===== src/prhg_defines.vh =====
// Constants for the physical random generator health gate.
// Assumes a 40 MHz system clock; included by the design file only.
`ifndef PRHG_DEFINES_VH
`define PRHG_DEFINES_VH
`define PRHG_CLK_MHZ 40
`define PRHG_WORD_BITS 32
// Stuck-source limit: equal raw bits in a row that mean total failure
`define PRHG_RUN_LIMIT 7'h0040
// Window length in raw bits for the ones-count test
`define PRHG_WIN_BITS 12'h0400
// Accepted ones count band within one window
`define PRHG_ONES_LO 12'h01b0
`define PRHG_ONES_HI 12'h0250
// Power-up windows that must pass before output opens
`define PRHG_STARTUP_WINS 4'h2
// Gate states
`define PRHG_ST_STARTUP 2'h0
`define PRHG_ST_RUN 2'h1
`define PRHG_ST_FAIL 2'h2
`endif


===== src/prhg_core.v =====
// Raw-bit health gate with a small output FIFO, packing 32-bit random words.
// Assumes an asynchronous entropy bit with its own strobe, both from outside the clock.
`timescale 1ns/1ps
`include "prhg_defines.vh"

// Small FIFO of parameterised width and depth
module prhg_fifo #(
  parameter WIDTH = 32,
  parameter DEPTH = 4,
  parameter AW = 2
)(
  // Clock and reset
  input wire i_mclk,
  input wire i_nrst,
  // Fill side
  input wire i_flush,
  input wire i_in_valid,
  output wire o_in_ready,
  input wire [WIDTH-1:0] i_in_data,
  // Drain side
  output wire o_out_valid,
  input wire i_out_ready,
  output wire [WIDTH-1:0] o_out_data
);
  reg [WIDTH-1:0] mem_reg [0:DEPTH-1];
  reg [AW-1:0] wr_reg;
  reg [AW-1:0] rd_reg;
  reg [AW:0] cnt_reg;
  wire push;
  wire pop;
  assign o_in_ready = (cnt_reg != DEPTH[AW:0]);
  assign o_out_valid = (cnt_reg != {(AW+1){1'b0}});
  assign o_out_data = mem_reg[rd_reg];
  assign push = i_in_valid & o_in_ready;
  assign pop = o_out_valid & i_out_ready;
  // Pointers; flush empties so no stale word survives a failure
  always @(posedge i_mclk or negedge i_nrst)
  begin
    if (!i_nrst)
    begin
      wr_reg <= {AW{1'b0}};
      rd_reg <= {AW{1'b0}};
      cnt_reg <= {(AW+1){1'b0}};
    end
    else if (i_flush)
    begin
      wr_reg <= {AW{1'b0}};
      rd_reg <= {AW{1'b0}};
      cnt_reg <= {(AW+1){1'b0}};
    end
    else
    begin
      if (push)
        wr_reg <= wr_reg + 1'b1;
      if (pop)
        rd_reg <= rd_reg + 1'b1;
      if (push & ~pop)
        cnt_reg <= cnt_reg + 1'b1;
      else if (pop & ~push)
        cnt_reg <= cnt_reg - 1'b1;
    end
  end
  // Storage has no reset; contents are masked by the count
  always @(posedge i_mclk)
  begin
    if (push)
      mem_reg[wr_reg] <= i_in_data;
  end
endmodule // prhg_fifo

module prhg_core #(
  parameter WORD_BITS = `PRHG_WORD_BITS,
  parameter FIFO_DEPTH = 4
)(
  // Clock and reset
  input wire i_mclk,
  input wire i_nrst,
  // Raw entropy source, asynchronous
  input wire i_raw_bit,
  input wire i_raw_strobe,
  // Random word output
  output reg o_word_valid,
  input wire i_word_ready,
  output reg [WORD_BITS-1:0] o_word,
  // Health status
  output reg o_fail,
  output reg o_ready
);
  reg [1:0] bit_sync_reg;
  reg [2:0] stb_sync_reg;
  reg [1:0] state_reg;
  reg [1:0] state_next;
  reg last_bit_reg;
  reg [6:0] run_reg;
  reg [11:0] win_reg;
  reg [11:0] ones_reg;
  reg [3:0] wins_reg;
  reg [WORD_BITS-1:0] sh_reg;
  reg [5:0] nbit_reg;
  reg pack_valid_reg;
  wire raw_bit;
  wire raw_take;
  wire stuck;
  wire win_end;
  wire win_bad;
  wire fifo_in_ready;
  wire fifo_out_valid;
  wire [WORD_BITS-1:0] fifo_out_data;
  wire defect;
  wire take_out;
  wire word_ripe;
  reg [2:0] held_reg;
  // Words that a stuck run starting in them can still reach before it is seen
  localparam integer HOLD_WORDS = (`PRHG_RUN_LIMIT + WORD_BITS - 2) / WORD_BITS;

  // Two-stage synchronisers; the strobe gets a third stage for edge detect
  always @(posedge i_mclk or negedge i_nrst)
  begin
    if (!i_nrst)
    begin
      bit_sync_reg <= 2'h0;
      stb_sync_reg <= 3'h0;
    end
    else
    begin
      bit_sync_reg <= {bit_sync_reg[0], i_raw_bit};
      stb_sync_reg <= {stb_sync_reg[1:0], i_raw_strobe};
    end
  end
  assign raw_bit = bit_sync_reg[1];
  assign raw_take = stb_sync_reg[1] & ~stb_sync_reg[2];

  assign stuck = raw_take && (raw_bit == last_bit_reg) && (run_reg == `PRHG_RUN_LIMIT - 7'h01);
  assign win_end = raw_take && (win_reg == `PRHG_WIN_BITS - 12'h001);
  assign win_bad = win_end && (((ones_reg + {11'h000, raw_bit}) < `PRHG_ONES_LO) ||
    ((ones_reg + {11'h000, raw_bit}) > `PRHG_ONES_HI));
  assign defect = stuck | win_bad;

  // Health counters run on every raw bit, continuously
  always @(posedge i_mclk or negedge i_nrst)
  begin
    if (!i_nrst)
    begin
      last_bit_reg <= 1'b0;
      run_reg <= 7'h00;
      win_reg <= 12'h000;
      ones_reg <= 12'h000;
      wins_reg <= 4'h0;
    end
    else if (raw_take)
    begin
      last_bit_reg <= raw_bit;
      run_reg <= (raw_bit == last_bit_reg) ? run_reg + 7'h01 : 7'h01;
      if (win_end)
      begin
        win_reg <= 12'h000;
        ones_reg <= 12'h000;
        if (!win_bad && wins_reg != `PRHG_STARTUP_WINS)
          wins_reg <= wins_reg + 4'h1;
      end
      else
      begin
        win_reg <= win_reg + 12'h001;
        ones_reg <= ones_reg + {11'h000, raw_bit};
      end
    end
  end

  // gate state machine; fail is terminal until reset
  always @*
  begin
    state_next = state_reg;
    case (state_reg)
      `PRHG_ST_STARTUP:
        if (defect)
          state_next = `PRHG_ST_FAIL;
        else if (wins_reg == `PRHG_STARTUP_WINS)
          state_next = `PRHG_ST_RUN;
      `PRHG_ST_RUN:
        if (defect)
          state_next = `PRHG_ST_FAIL;
      default:
        state_next = `PRHG_ST_FAIL;
    endcase
  end
  always @(posedge i_mclk or negedge i_nrst)
  begin
    if (!i_nrst)
      state_reg <= `PRHG_ST_STARTUP;
    else
      state_reg <= state_next;
  end

  // pack raw bits into words; partial word dropped on failure
  always @(posedge i_mclk or negedge i_nrst)
  begin
    if (!i_nrst)
    begin
      sh_reg <= {WORD_BITS{1'b0}};
      nbit_reg <= 6'h00;
      pack_valid_reg <= 1'b0;
    end
    else
    begin
      if (pack_valid_reg && fifo_in_ready)
        pack_valid_reg <= 1'b0;
      if (state_reg != `PRHG_ST_RUN || defect)
      begin
        nbit_reg <= 6'h00;
        pack_valid_reg <= 1'b0;
      end
      // Source bits are lost while the packed word waits; that only costs rate
      else if (raw_take && !pack_valid_reg)
      begin
        sh_reg <= {sh_reg[WORD_BITS-2:0], raw_bit};
        if (nbit_reg == WORD_BITS[5:0] - 6'h01)
        begin
          nbit_reg <= 6'h00;
          pack_valid_reg <= 1'b1;
        end
        else
          nbit_reg <= nbit_reg + 6'h01;
      end
    end
  end

  // hold words until enough later bits passed the stuck test
  // Costs latency only; a failure found meanwhile flushes the held words
  always @(posedge i_mclk or negedge i_nrst)
  begin
    if (!i_nrst)
      held_reg <= 3'h0;
    else if (state_reg == `PRHG_ST_FAIL || defect)
      held_reg <= 3'h0;
    else
      held_reg <= held_reg + {2'h0, pack_valid_reg & fifo_in_ready} - {2'h0, fifo_out_valid & take_out & word_ripe};
  end
  assign word_ripe = (held_reg > HOLD_WORDS[2:0]);

  prhg_fifo #(
    .WIDTH(WORD_BITS),
    .DEPTH(FIFO_DEPTH),
    .AW(2)
  ) u_fifo (
    .i_mclk(i_mclk),
    .i_nrst(i_nrst),
    .i_flush(state_reg == `PRHG_ST_FAIL || defect),
    .i_in_valid(pack_valid_reg),
    .o_in_ready(fifo_in_ready),
    .i_in_data(sh_reg),
    .o_out_valid(fifo_out_valid),
    .i_out_ready(take_out & word_ripe),
    .o_out_data(fifo_out_data)
  );

  // Registered output stage; load when empty or consumed
  assign take_out = (!o_word_valid || i_word_ready) && state_reg == `PRHG_ST_RUN && !defect;
  // valid drops at once on any defect
  always @(posedge i_mclk or negedge i_nrst)
  begin
    if (!i_nrst)
    begin
      o_word_valid <= 1'b0;
      o_word <= {WORD_BITS{1'b0}};
      o_fail <= 1'b0;
      o_ready <= 1'b0;
    end
    else
    begin
      if (defect || state_reg == `PRHG_ST_FAIL)
        o_word_valid <= 1'b0;
      else if (take_out)
      begin
        o_word_valid <= fifo_out_valid & word_ripe;
        // Unreleased words never reach the pins
        if (word_ripe)
          o_word <= fifo_out_data;
      end
      o_fail <= o_fail | defect;
      o_ready <= (state_next == `PRHG_ST_RUN);
    end
  end
endmodule // prhg_core


===== config.mk =====
export PLATFORM = sky130hd
export DESIGN_NAME = prhg_core
export DESIGN_NICKNAME = d
export VERILOG_FILES = /design/src/prhg_core.v
export VERILOG_INCLUDE_DIRS = /design/src
export SDC_FILE = /design/constraint.sdc
export NUM_CORES = 1
export LEC_CHECK = 0
export ABC_AREA = 1
export BUFFER_PORTS_ARGS = -buffer_cell sky130_fd_sc_hd__buf_2
export CORE_MARGIN = 5
export CORE_UTILIZATION = 45
export DETAILED_ROUTE_END_ITERATION = 12
export PLACE_DENSITY_LB_ADDON = 0.3
export SETUP_SLACK_MARGIN = 0.3
export SLEW_MARGIN = 20
export SYNTH_ARGS = -nofsm -noshare
export SYNTH_HDL_FRONTEND = slang
export SYNTH_HIERARCHICAL = 1
export SYNTH_SLANG_ARGS = --single-unit

===== constraint.sdc =====
create_clock -name i_mclk -period 8.1 [get_ports i_mclk]
set_clock_uncertainty 0.15 [all_clocks]
set_input_delay 1.215 -clock i_mclk [delete_from_list [all_inputs] [get_ports i_mclk]]
set_output_delay 1.215 -clock i_mclk [all_outputs]
set_load 0.005 [all_outputs]

==> results.md, run 1 <==
* Vias per cell at 4.947
* Reg clk slew, reported paths at 60 ps
* Drt drc at 0
* TNS Setup at 0 ps
* Worst Path Required at 8370 ps
* Setup ws final at 4227 ps
* Final hold violations at 0
* Max-cap viol count at 0
* Setup violators final at 0
* Crit Path Class: reg -> reg
* Cts bufs inserted at 27
* Via count at 6812
* Share of cells above drive strength 1 at 13.23%
* TritonCTS clock tree: done
* Critical Path End Type: flip-flop
* HPWL Detailed at 10810 µm
* Flops & latches, synth at 255
* H-tree Lvls at 1
* Max clock buf depth at 3
* R2R Setup Slk at 4230 ps
* Final ANT Viol Nets at 0
* Placement Rows at 56
* All-Layer GR Usage at 15.03%
* Average wire per standard cell at 14.18 µm
* Layout fillers at 2050
* Worst EP arrival at 4140 ps
* Layout Area Growth over Synthesis at 12.26%
* Starting density of the core at 45.74%
* Sequential share of power at 53.5%
* Routed Wire Length at 19530 µm
* Leak Pwr at 0.005108 µW
* Initial antenna violation count at 0
* Post-layout min period at 3873 ps
* Post-synth ARST share at 49.80%
* P_sw at 562.7 µW
* HP Class: reg -> reg
* Mapped Nets at 1018
* Critical Path Start Type: flip-flop
* Number of synthesized flops with an enable pin at 128
* Ant diodes at 0
* Synthesized cell area at 10740 µm²
* PortBufs at 39
* Pre-CTS WS at 4226 ps
* Worst R2R Start: bit_sync_reg[1]$_DFF_PN0_
* Leading cell type in the layout, fill and taps excluded: nand2_1
* Cell Int Power at 2064 µW
* GP Congestion at 0.8415
* Die Footprint at 27050 µm²
* Peak VDD IR at 0.0001478 V
* Comb pwr share at 3.1%
* Largest net degree at the start of global routing at 74
* R2r endpoint: u_fifo/cnt_reg[2]$_DFFE_PN0P_
* Fmax at 258.2 MHz
* Cts hold-fix bufs at 0
* Clk sinks at 255
* Vias in the first global route at 6600
* PostCTS Resize Cnt at 0
* Worst Reg-to-Reg Cells at 23
* Sequential-to-total area share from yosys stat at 65.40%
* Worst hold stages at 0
* Slew @ Worst Pin at 854.6 ps
* # nets final at 1059
* Hold path start: bit_sync_reg[0]$_DFF_PN0_
* Mean area per synthesized cell at 10.78 µm²
* Number of flip-flops in the largest register at 128
* GR Overflow Total at 0
* Max transition margin at 42.96%
* Pwr dens at 217.9 nW/µm²
* Ports at 40
* Sw Ratio at 21.42%
* Die Span Y at 164.5 µm
* Crit path max fanout at 65
* Sink of the worst hold path: bit_sync_reg[1]$_DFF_PN0_
* First drt pass iteration count at 5
* First-pass GRT wire length at 33380 µm
* RSZ-0062 raised after global routing: false
* Yosys Warn Count at 6
* Die Wd at 164.5 µm
* Crit share post-route at 47.81%
* Root Buffer: clkbuf_16
* Primary FF master, synth: edfxtp_1
* Most frequent cells in the layout: nand2_1, edfxtp_1, dfrtp_1, nor2_1, inv_1
* Post-CTS Setup Bufs at 0
* Fin. max-slew vios at 0
* Clock share of power at 43.4%
* Synth unique cells at 40
* Outcome: completed
* Mapped Cells at 996
* Later-pin clock latency in the skew report at 530 ps
* DRT iter0 DRCs at 455
* Core area at 23470 µm²
[logic make-up after synthesis]
logic type               count (synthesis)  synth area share, %
flip-flops                             255                65.40
adder cells (fa/ha/maj)                 17                2.121
AND/OR/NAND/NOR                        402                15.94
AO/OA/AOI/OAI                          169                9.346
buffers and inverters                  135                5.722
XOR/XNOR                                18                1.468
[how the worst max path moves through the flow]
| stage | startpoint | to | slack (ps) | cells past startpoint |
|---|---|---|---|---|
| 6_report | bit_sync_reg[1]$_DFF_PN0_ | u_fifo/cnt_reg[2]$_DFFE_PN0P_ | 4230 | 23 |
| 4_1_cts | bit_sync_reg[1]$_DFF_PN0_ | u_fifo/cnt_reg[2]$_DFFE_PN0P_ | 4200 | 23 |
| 2_1_floorplan | bit_sync_reg[1]$_DFF_PN0_ | u_fifo/cnt_reg[2]$_DFFE_PN0P_ | 4840 | 25 |
| 3_5_place_dp | bit_sync_reg[1]$_DFF_PN0_ | u_fifo/cnt_reg[2]$_DFFE_PN0P_ | 4230 | 23 |
| 5_1_grt | bit_sync_reg[1]$_DFF_PN0_ | u_fifo/cnt_reg[1]$_DFFE_PN0P_ | 3700 | 21 |
| 3_3_place_gp | bit_sync_reg[1]$_DFF_PN0_ | u_fifo/cnt_reg[2]$_DFFE_PN0P_ | 4350 | 22 |
[cell usage after synthesis, types with 3 or more instances]
cell,count,area (µm²)
a21oi_1,7,35.03
buf_2,14,70.07
buf_4,4,30.03
buf_6,10,112.6
clkbuf_1,8,30.03
dfrtp_1,127,3178
edfxtp_1,128,3844
ha_1,15,187.7
inv_1,93,349.1
inv_2,5,18.77
nand2_1,223,837.1
nand2_2,6,37.54
nand3_1,25,125.1
nand4_1,12,75.07
nor2_1,110,412.9
nor3_1,6,30.03
nor3b_1,3,22.52
o21ai_0,63,315.3
o21ai_1,28,140.1
o21ai_2,23,201.4
o22ai_1,41,256.5
or2_2,3,18.77
xnor2_1,6,52.55
xor2_1,12,105.1
[layer usage]
metal,global-route usage [%],up-vias,part of all wire [%]
met5,0,-,0
met4,3.251,0,1.9
met3,2.546,30,4.6
met2,25.75,124,47
met1,20.33,3229,46
li1,-,3429,-
[stage by stage]
| step | power [µW] | utilization (%) | hold slack (ps) | cells | cell area [µm²] |
|---|---|---|---|---|---|
| 2_1_floorplan | 1480 | - | 181.2 | 996 | 10740 |
| 3_3_place_gp | 1511 | 47.65 | 191.4 | 1326 | 11180 |
| 3_5_place_dp | 1513 | 47.65 | 189.5 | 1326 | 11180 |
| 4_1_cts | 2658 | 51.19 | 202.9 | 1376 | 12020 |
| 5_1_grt | 2732 | 51.35 | 216.0 | 1377 | 12050 |
| 6_report | 2627 | 51.35 | 201.2 | 1377 | 12050 |
[power by group through the flow]
stage,registers (µW),logic (µW),clock network (µW)
floorplan,1420,56.5,0
global placement,1430,81.2,0
detailed placement,1430,83.8,0
CTS,1410,82.6,1170
global route,1410,94.2,1230
finish,1410,81.2,1140
[cell type report]
class	instances	area [µm²]	share of cell area, %
clock inverters	11	70.07	0.5813
clock buffers	39	760.7	6.312
repair buffers	48	289.0	2.398
inverters	99	372.9	3.094
well taps	319	399.1	3.312
multi-input cells	606	3138	26.04
flip-flops and latches	255	7023	58.27
[critical path: stages, from the launching register on]
cell	delay, ps
dfrtp_1	420
ha_1	280
ha_1	230
nand2_1	110
inv_2	50
nand2_1	80
nor2_1	50
nor2_2	170
nand2_1	90
nand2_1	80
nand2_1	60
nand2_1	60
nand3_2	200
nand4_4	120
buf_4	590
inv_1	160
nand2_2	150
nand2_4	80
inv_1	70
fa_1	170
xor2_1	190
nand2_1	80
nand3_1	80
nand2_1	50
Note: power is estimated with default switching activity, not from simulation.
==> run 2, diff against run 1 <==
ABC_AREA = 0   (was 1)
clock period = 3.9 ns   (was 8.1 ns; I/O delays follow)
==> run 2 against run 1 <==
Compared with the run above:
- sequential cell count stayed put
- first-iteration DRC count is 38% lower
- maximum frequency is 6.1% higher
- via count is 13% lower
- wire length is 2.9% higher
- largest cell class unchanged
- critical endpoint is now held_reg[1]$_DFF_PN0_
- power is 120% higher
- register-to-register slack worse by 4000 ps
==> results.md, run 2 <==
* Via count at 5917 (was 6812)
* Critical Path End Type: flip-flop (unchanged)
* Layout Area Growth over Synthesis at 15.13% (was 12.26%)
* Ant diodes at 0 (unchanged)
* Fin. max-slew vios at 0 (unchanged)
* Post-synth ARST share at 49.80% (unchanged)
* Placement Rows at 56 (unchanged)
* PortBufs at 39 (unchanged)
* DRT iter0 DRCs at 280 (was 455)
* Ports at 40 (unchanged)
* Largest net degree at the start of global routing at 70 (was 74)
* All-Layer GR Usage at 15.22% (was 15.03%)
* Most frequent cells in the layout: edfxtp_1, dfrtp_1, nand2_1, buf_2 (was nand2_1, edfxtp_1, dfrtp_1, nor2_1, inv_1)
* TritonCTS clock tree: done (unchanged)
* H-tree Lvls at 1 (unchanged)
* Share of cells above drive strength 1 at 28.24% (was 13.23%)
* HPWL Detailed at 11810 µm (was 10810 µm)
* Most frequent cell after synthesis: edfxtp_1 (was nand2_1)
* Cts bufs inserted at 27 (unchanged)
* Yosys top cell by area: edfxtp_1 (unchanged)
* TNS Setup at 0 ps (unchanged)
* Pwr dens at 457.6 nW/µm² (was 217.9 nW/µm²)
* Vias per cell at 5.423 (was 4.947)
* Drt drc at 0 (unchanged)
* Reg clk slew, reported paths at 60 ps (about the same)
* Post-layout min period at 3650 ps (was 3873 ps)
* Max-cap viol count at 0 (unchanged)
* Final ANT Viol Nets at 0 (unchanged)
* Routed Wire Length at 20090 µm (was 19530 µm)
* Top post-synthesis cells by count: edfxtp_1, dfrtp_1, nand2_1 (was nand2_1, edfxtp_1, dfrtp_1)
* Die Footprint at 27120 µm² (was 27050 µm²)
* Crit Path Class: reg -> reg (unchanged)
* Outcome: completed (unchanged)
* Sequential-to-total area share from yosys stat at 65.22% (was 65.40%)
* Setup violators final at 0 (unchanged)
* GP Congestion at 0.8335 (was 0.8415)
* Clk sinks at 255 (unchanged)
* Worst Reg-to-Reg Cells at 14 (was 23)
* Average wire per standard cell at 18.41 µm (was 14.18 µm)
* Flops & latches, synth at 255 (unchanged)
* Die Span Y at 164.7 µm (was 164.5 µm)
* Vias in the first global route at 6218 (was 6600)
* Max clock buf depth at 3 (unchanged)
* Synthesized cell area at 10770 µm² (was 10740 µm²)
* Critical Path Start Type: flip-flop (unchanged)
* First-pass GRT wire length at 33010 µm (was 33380 µm)
* Final hold violations at 0 (unchanged)
* Root Buffer: clkbuf_16 (unchanged)
* # nets final at 773 (was 1059)
* Slew @ Worst Pin at 962.0 ps (was 854.6 ps)
* Synth top area share at 35.70% (was 35.80%)
* Number of flip-flops in the largest register at 128 (unchanged)
* Yosys Warn Count at 6 (unchanged)
* Post-layout util at 52.65% (was 51.35%)
* HP Class: in -> async (was reg -> reg)
* Mapped Cells at 682 (was 996)
* Leak Pwr at 0.004619 µW (was 0.005108 µW)
* Leading cell type in the layout, fill and taps excluded: edfxtp_1 (was nand2_1)
* Die Wd at 164.7 µm (was 164.5 µm)
* Primary FF master, synth: edfxtp_1 (unchanged)
* Later-pin clock latency in the skew report at 540 ps (was 530 ps)
* Number of synthesized flops with an enable pin at 128 (unchanged)
* Core area at 23540 µm² (was 23470 µm²)
* Mean area per synthesized cell at 15.79 µm² (was 10.78 µm²)
* Crit share post-route at 93.58% (was 47.81%)
* Worst EP arrival at 3900 ps (was 4140 ps)
* Crit path max fanout at 5 (was 65)
* Initial antenna violation count at 0 (unchanged)
* First drt pass iteration count at 4 (was 5)
* Fmax at 274.0 MHz (was 258.2 MHz)
* Worst Path Required at 4150 ps (was 8370 ps)
* Area contributors post-synth: edfxtp_1, dfrtp_1, mux4_2 (was edfxtp_1, dfrtp_1, nand2_1)
* Mapped Nets at 704 (was 1018)
* RSZ-0062 raised after global routing: true (was false)
* Synth unique cells at 70 (was 40)
* Starting density of the core at 45.73% (was 45.74%)
* Max transition margin at 34.85% (was 42.96%)
* GR Overflow Total at 0 (unchanged)
* Peak VDD IR at 0.0003148 V (was 0.0001478 V)
run 2: final timing paths:
kind / slack, ps / from / endpoint
setup / recovery: 250 / ones_reg[0]$_DFFE_PN0P_ / held_reg[1]$_DFF_PN0_
hold / removal: 10 / i_nrst / o_word[5]$_DFFE_PN0P_
setup reg to reg: 250 / ones_reg[0]$_DFFE_PN0P_ / held_reg[1]$_DFF_PN0_
hold reg to reg: 210 / stb_sync_reg[0]$_DFF_PN0_ / stb_sync_reg[1]$_DFF_PN0_
max in group asynchronous: 2610 / i_nrst / o_word[7]$_DFFE_PN0P_
min in group i_mclk: 210 / stb_sync_reg[0]$_DFF_PN0_ / stb_sync_reg[1]$_DFF_PN0_
run 2: through the flow:
step / power, µW / cells / setup WS (ps) / hold WS [ps] / cell area [µm²]
floorplan: 3147 / 682 / 21.68 / 139.4 / 10830
global placement: 3214 / 1030 / 199.1 / 184.3 / 11350
detailed placement: 3232 / 1030 / 46.62 / 199.5 / 11350
CTS: 5746 / 1089 / 305.0 / 46.81 / 12340
global route: 5905 / 1091 / 111.4 / 93.99 / 12400
finish: 5672 / 1091 / 250.4 / 13.57 / 12400
run 2: report_power, final:
part	internal, µW	total [µW]	switching [µW]
combinational	97.5	224	127
sequential	2870	2960	92.2
clock	1470	2490	1020
total	4440	5670	1240
run 2: kinds of logic after synthesis:
group                      after synthesis  share of synthesized area, %
AOI/OAI and AO/OA                       83                         5.392
xor gates and xnor gates                21                         1.708
adders and majority gates               17                         2.115
buffers and inverters                   50                         2.882
DFF                                    255                         65.22
muxes                                  100                         14.83
and+or+nand+nor                        156                         7.856
run 2: critical path, stage by stage, from the launching register on:
cell,delay (ps)
dfrtp_1,420
ha_4,210
ha_4,180
and2_4,190
nor4_2,210
o31ai_1,120
or4_4,560
o211a_4,200
nor3b_4,220
ha_1,270
inv_2,80
ha_4,120
inv_2,30
fa_2,520
nor2_1,40
run 2: final cells by class:
| type | instances | area, µm² |
|---|---|---|
| Inverter | 18 | 67.56 |
| Tap cell | 319 | 399.1 |
| Multi-Input combinational cell | 377 | 3565 |
| Clock inverter | 12 | 125.1 |
| Fill cell | 1921 | 11150 |
| Sequential cell | 255 | 7025 |
| Timing Repair Buffer | 72 | 466.7 |
| Clock buffer | 38 | 747.0 |
run 2: timing repair:
action | 4_1_cts | 5_1_grt
endpoints found under the hold margin | 2 | 0
setup endpoints to repair | 5 | 20
pin swaps | 7 | 9
resized for setup | 8 | 11
hold buffers | 2 | 0
setup buffers | 7 | 2
run 2: metal layers:
metal	global-route usage [%]	share of wire (%)	up-vias	wire length, µm
met3	2.795	4.0	29	795
met2	26.72	51	116	10210
met5	0	0	-	0
met1	19.77	44	3056	8742
met4	3.516	1.7	0	342
li1	-	-	2716	-
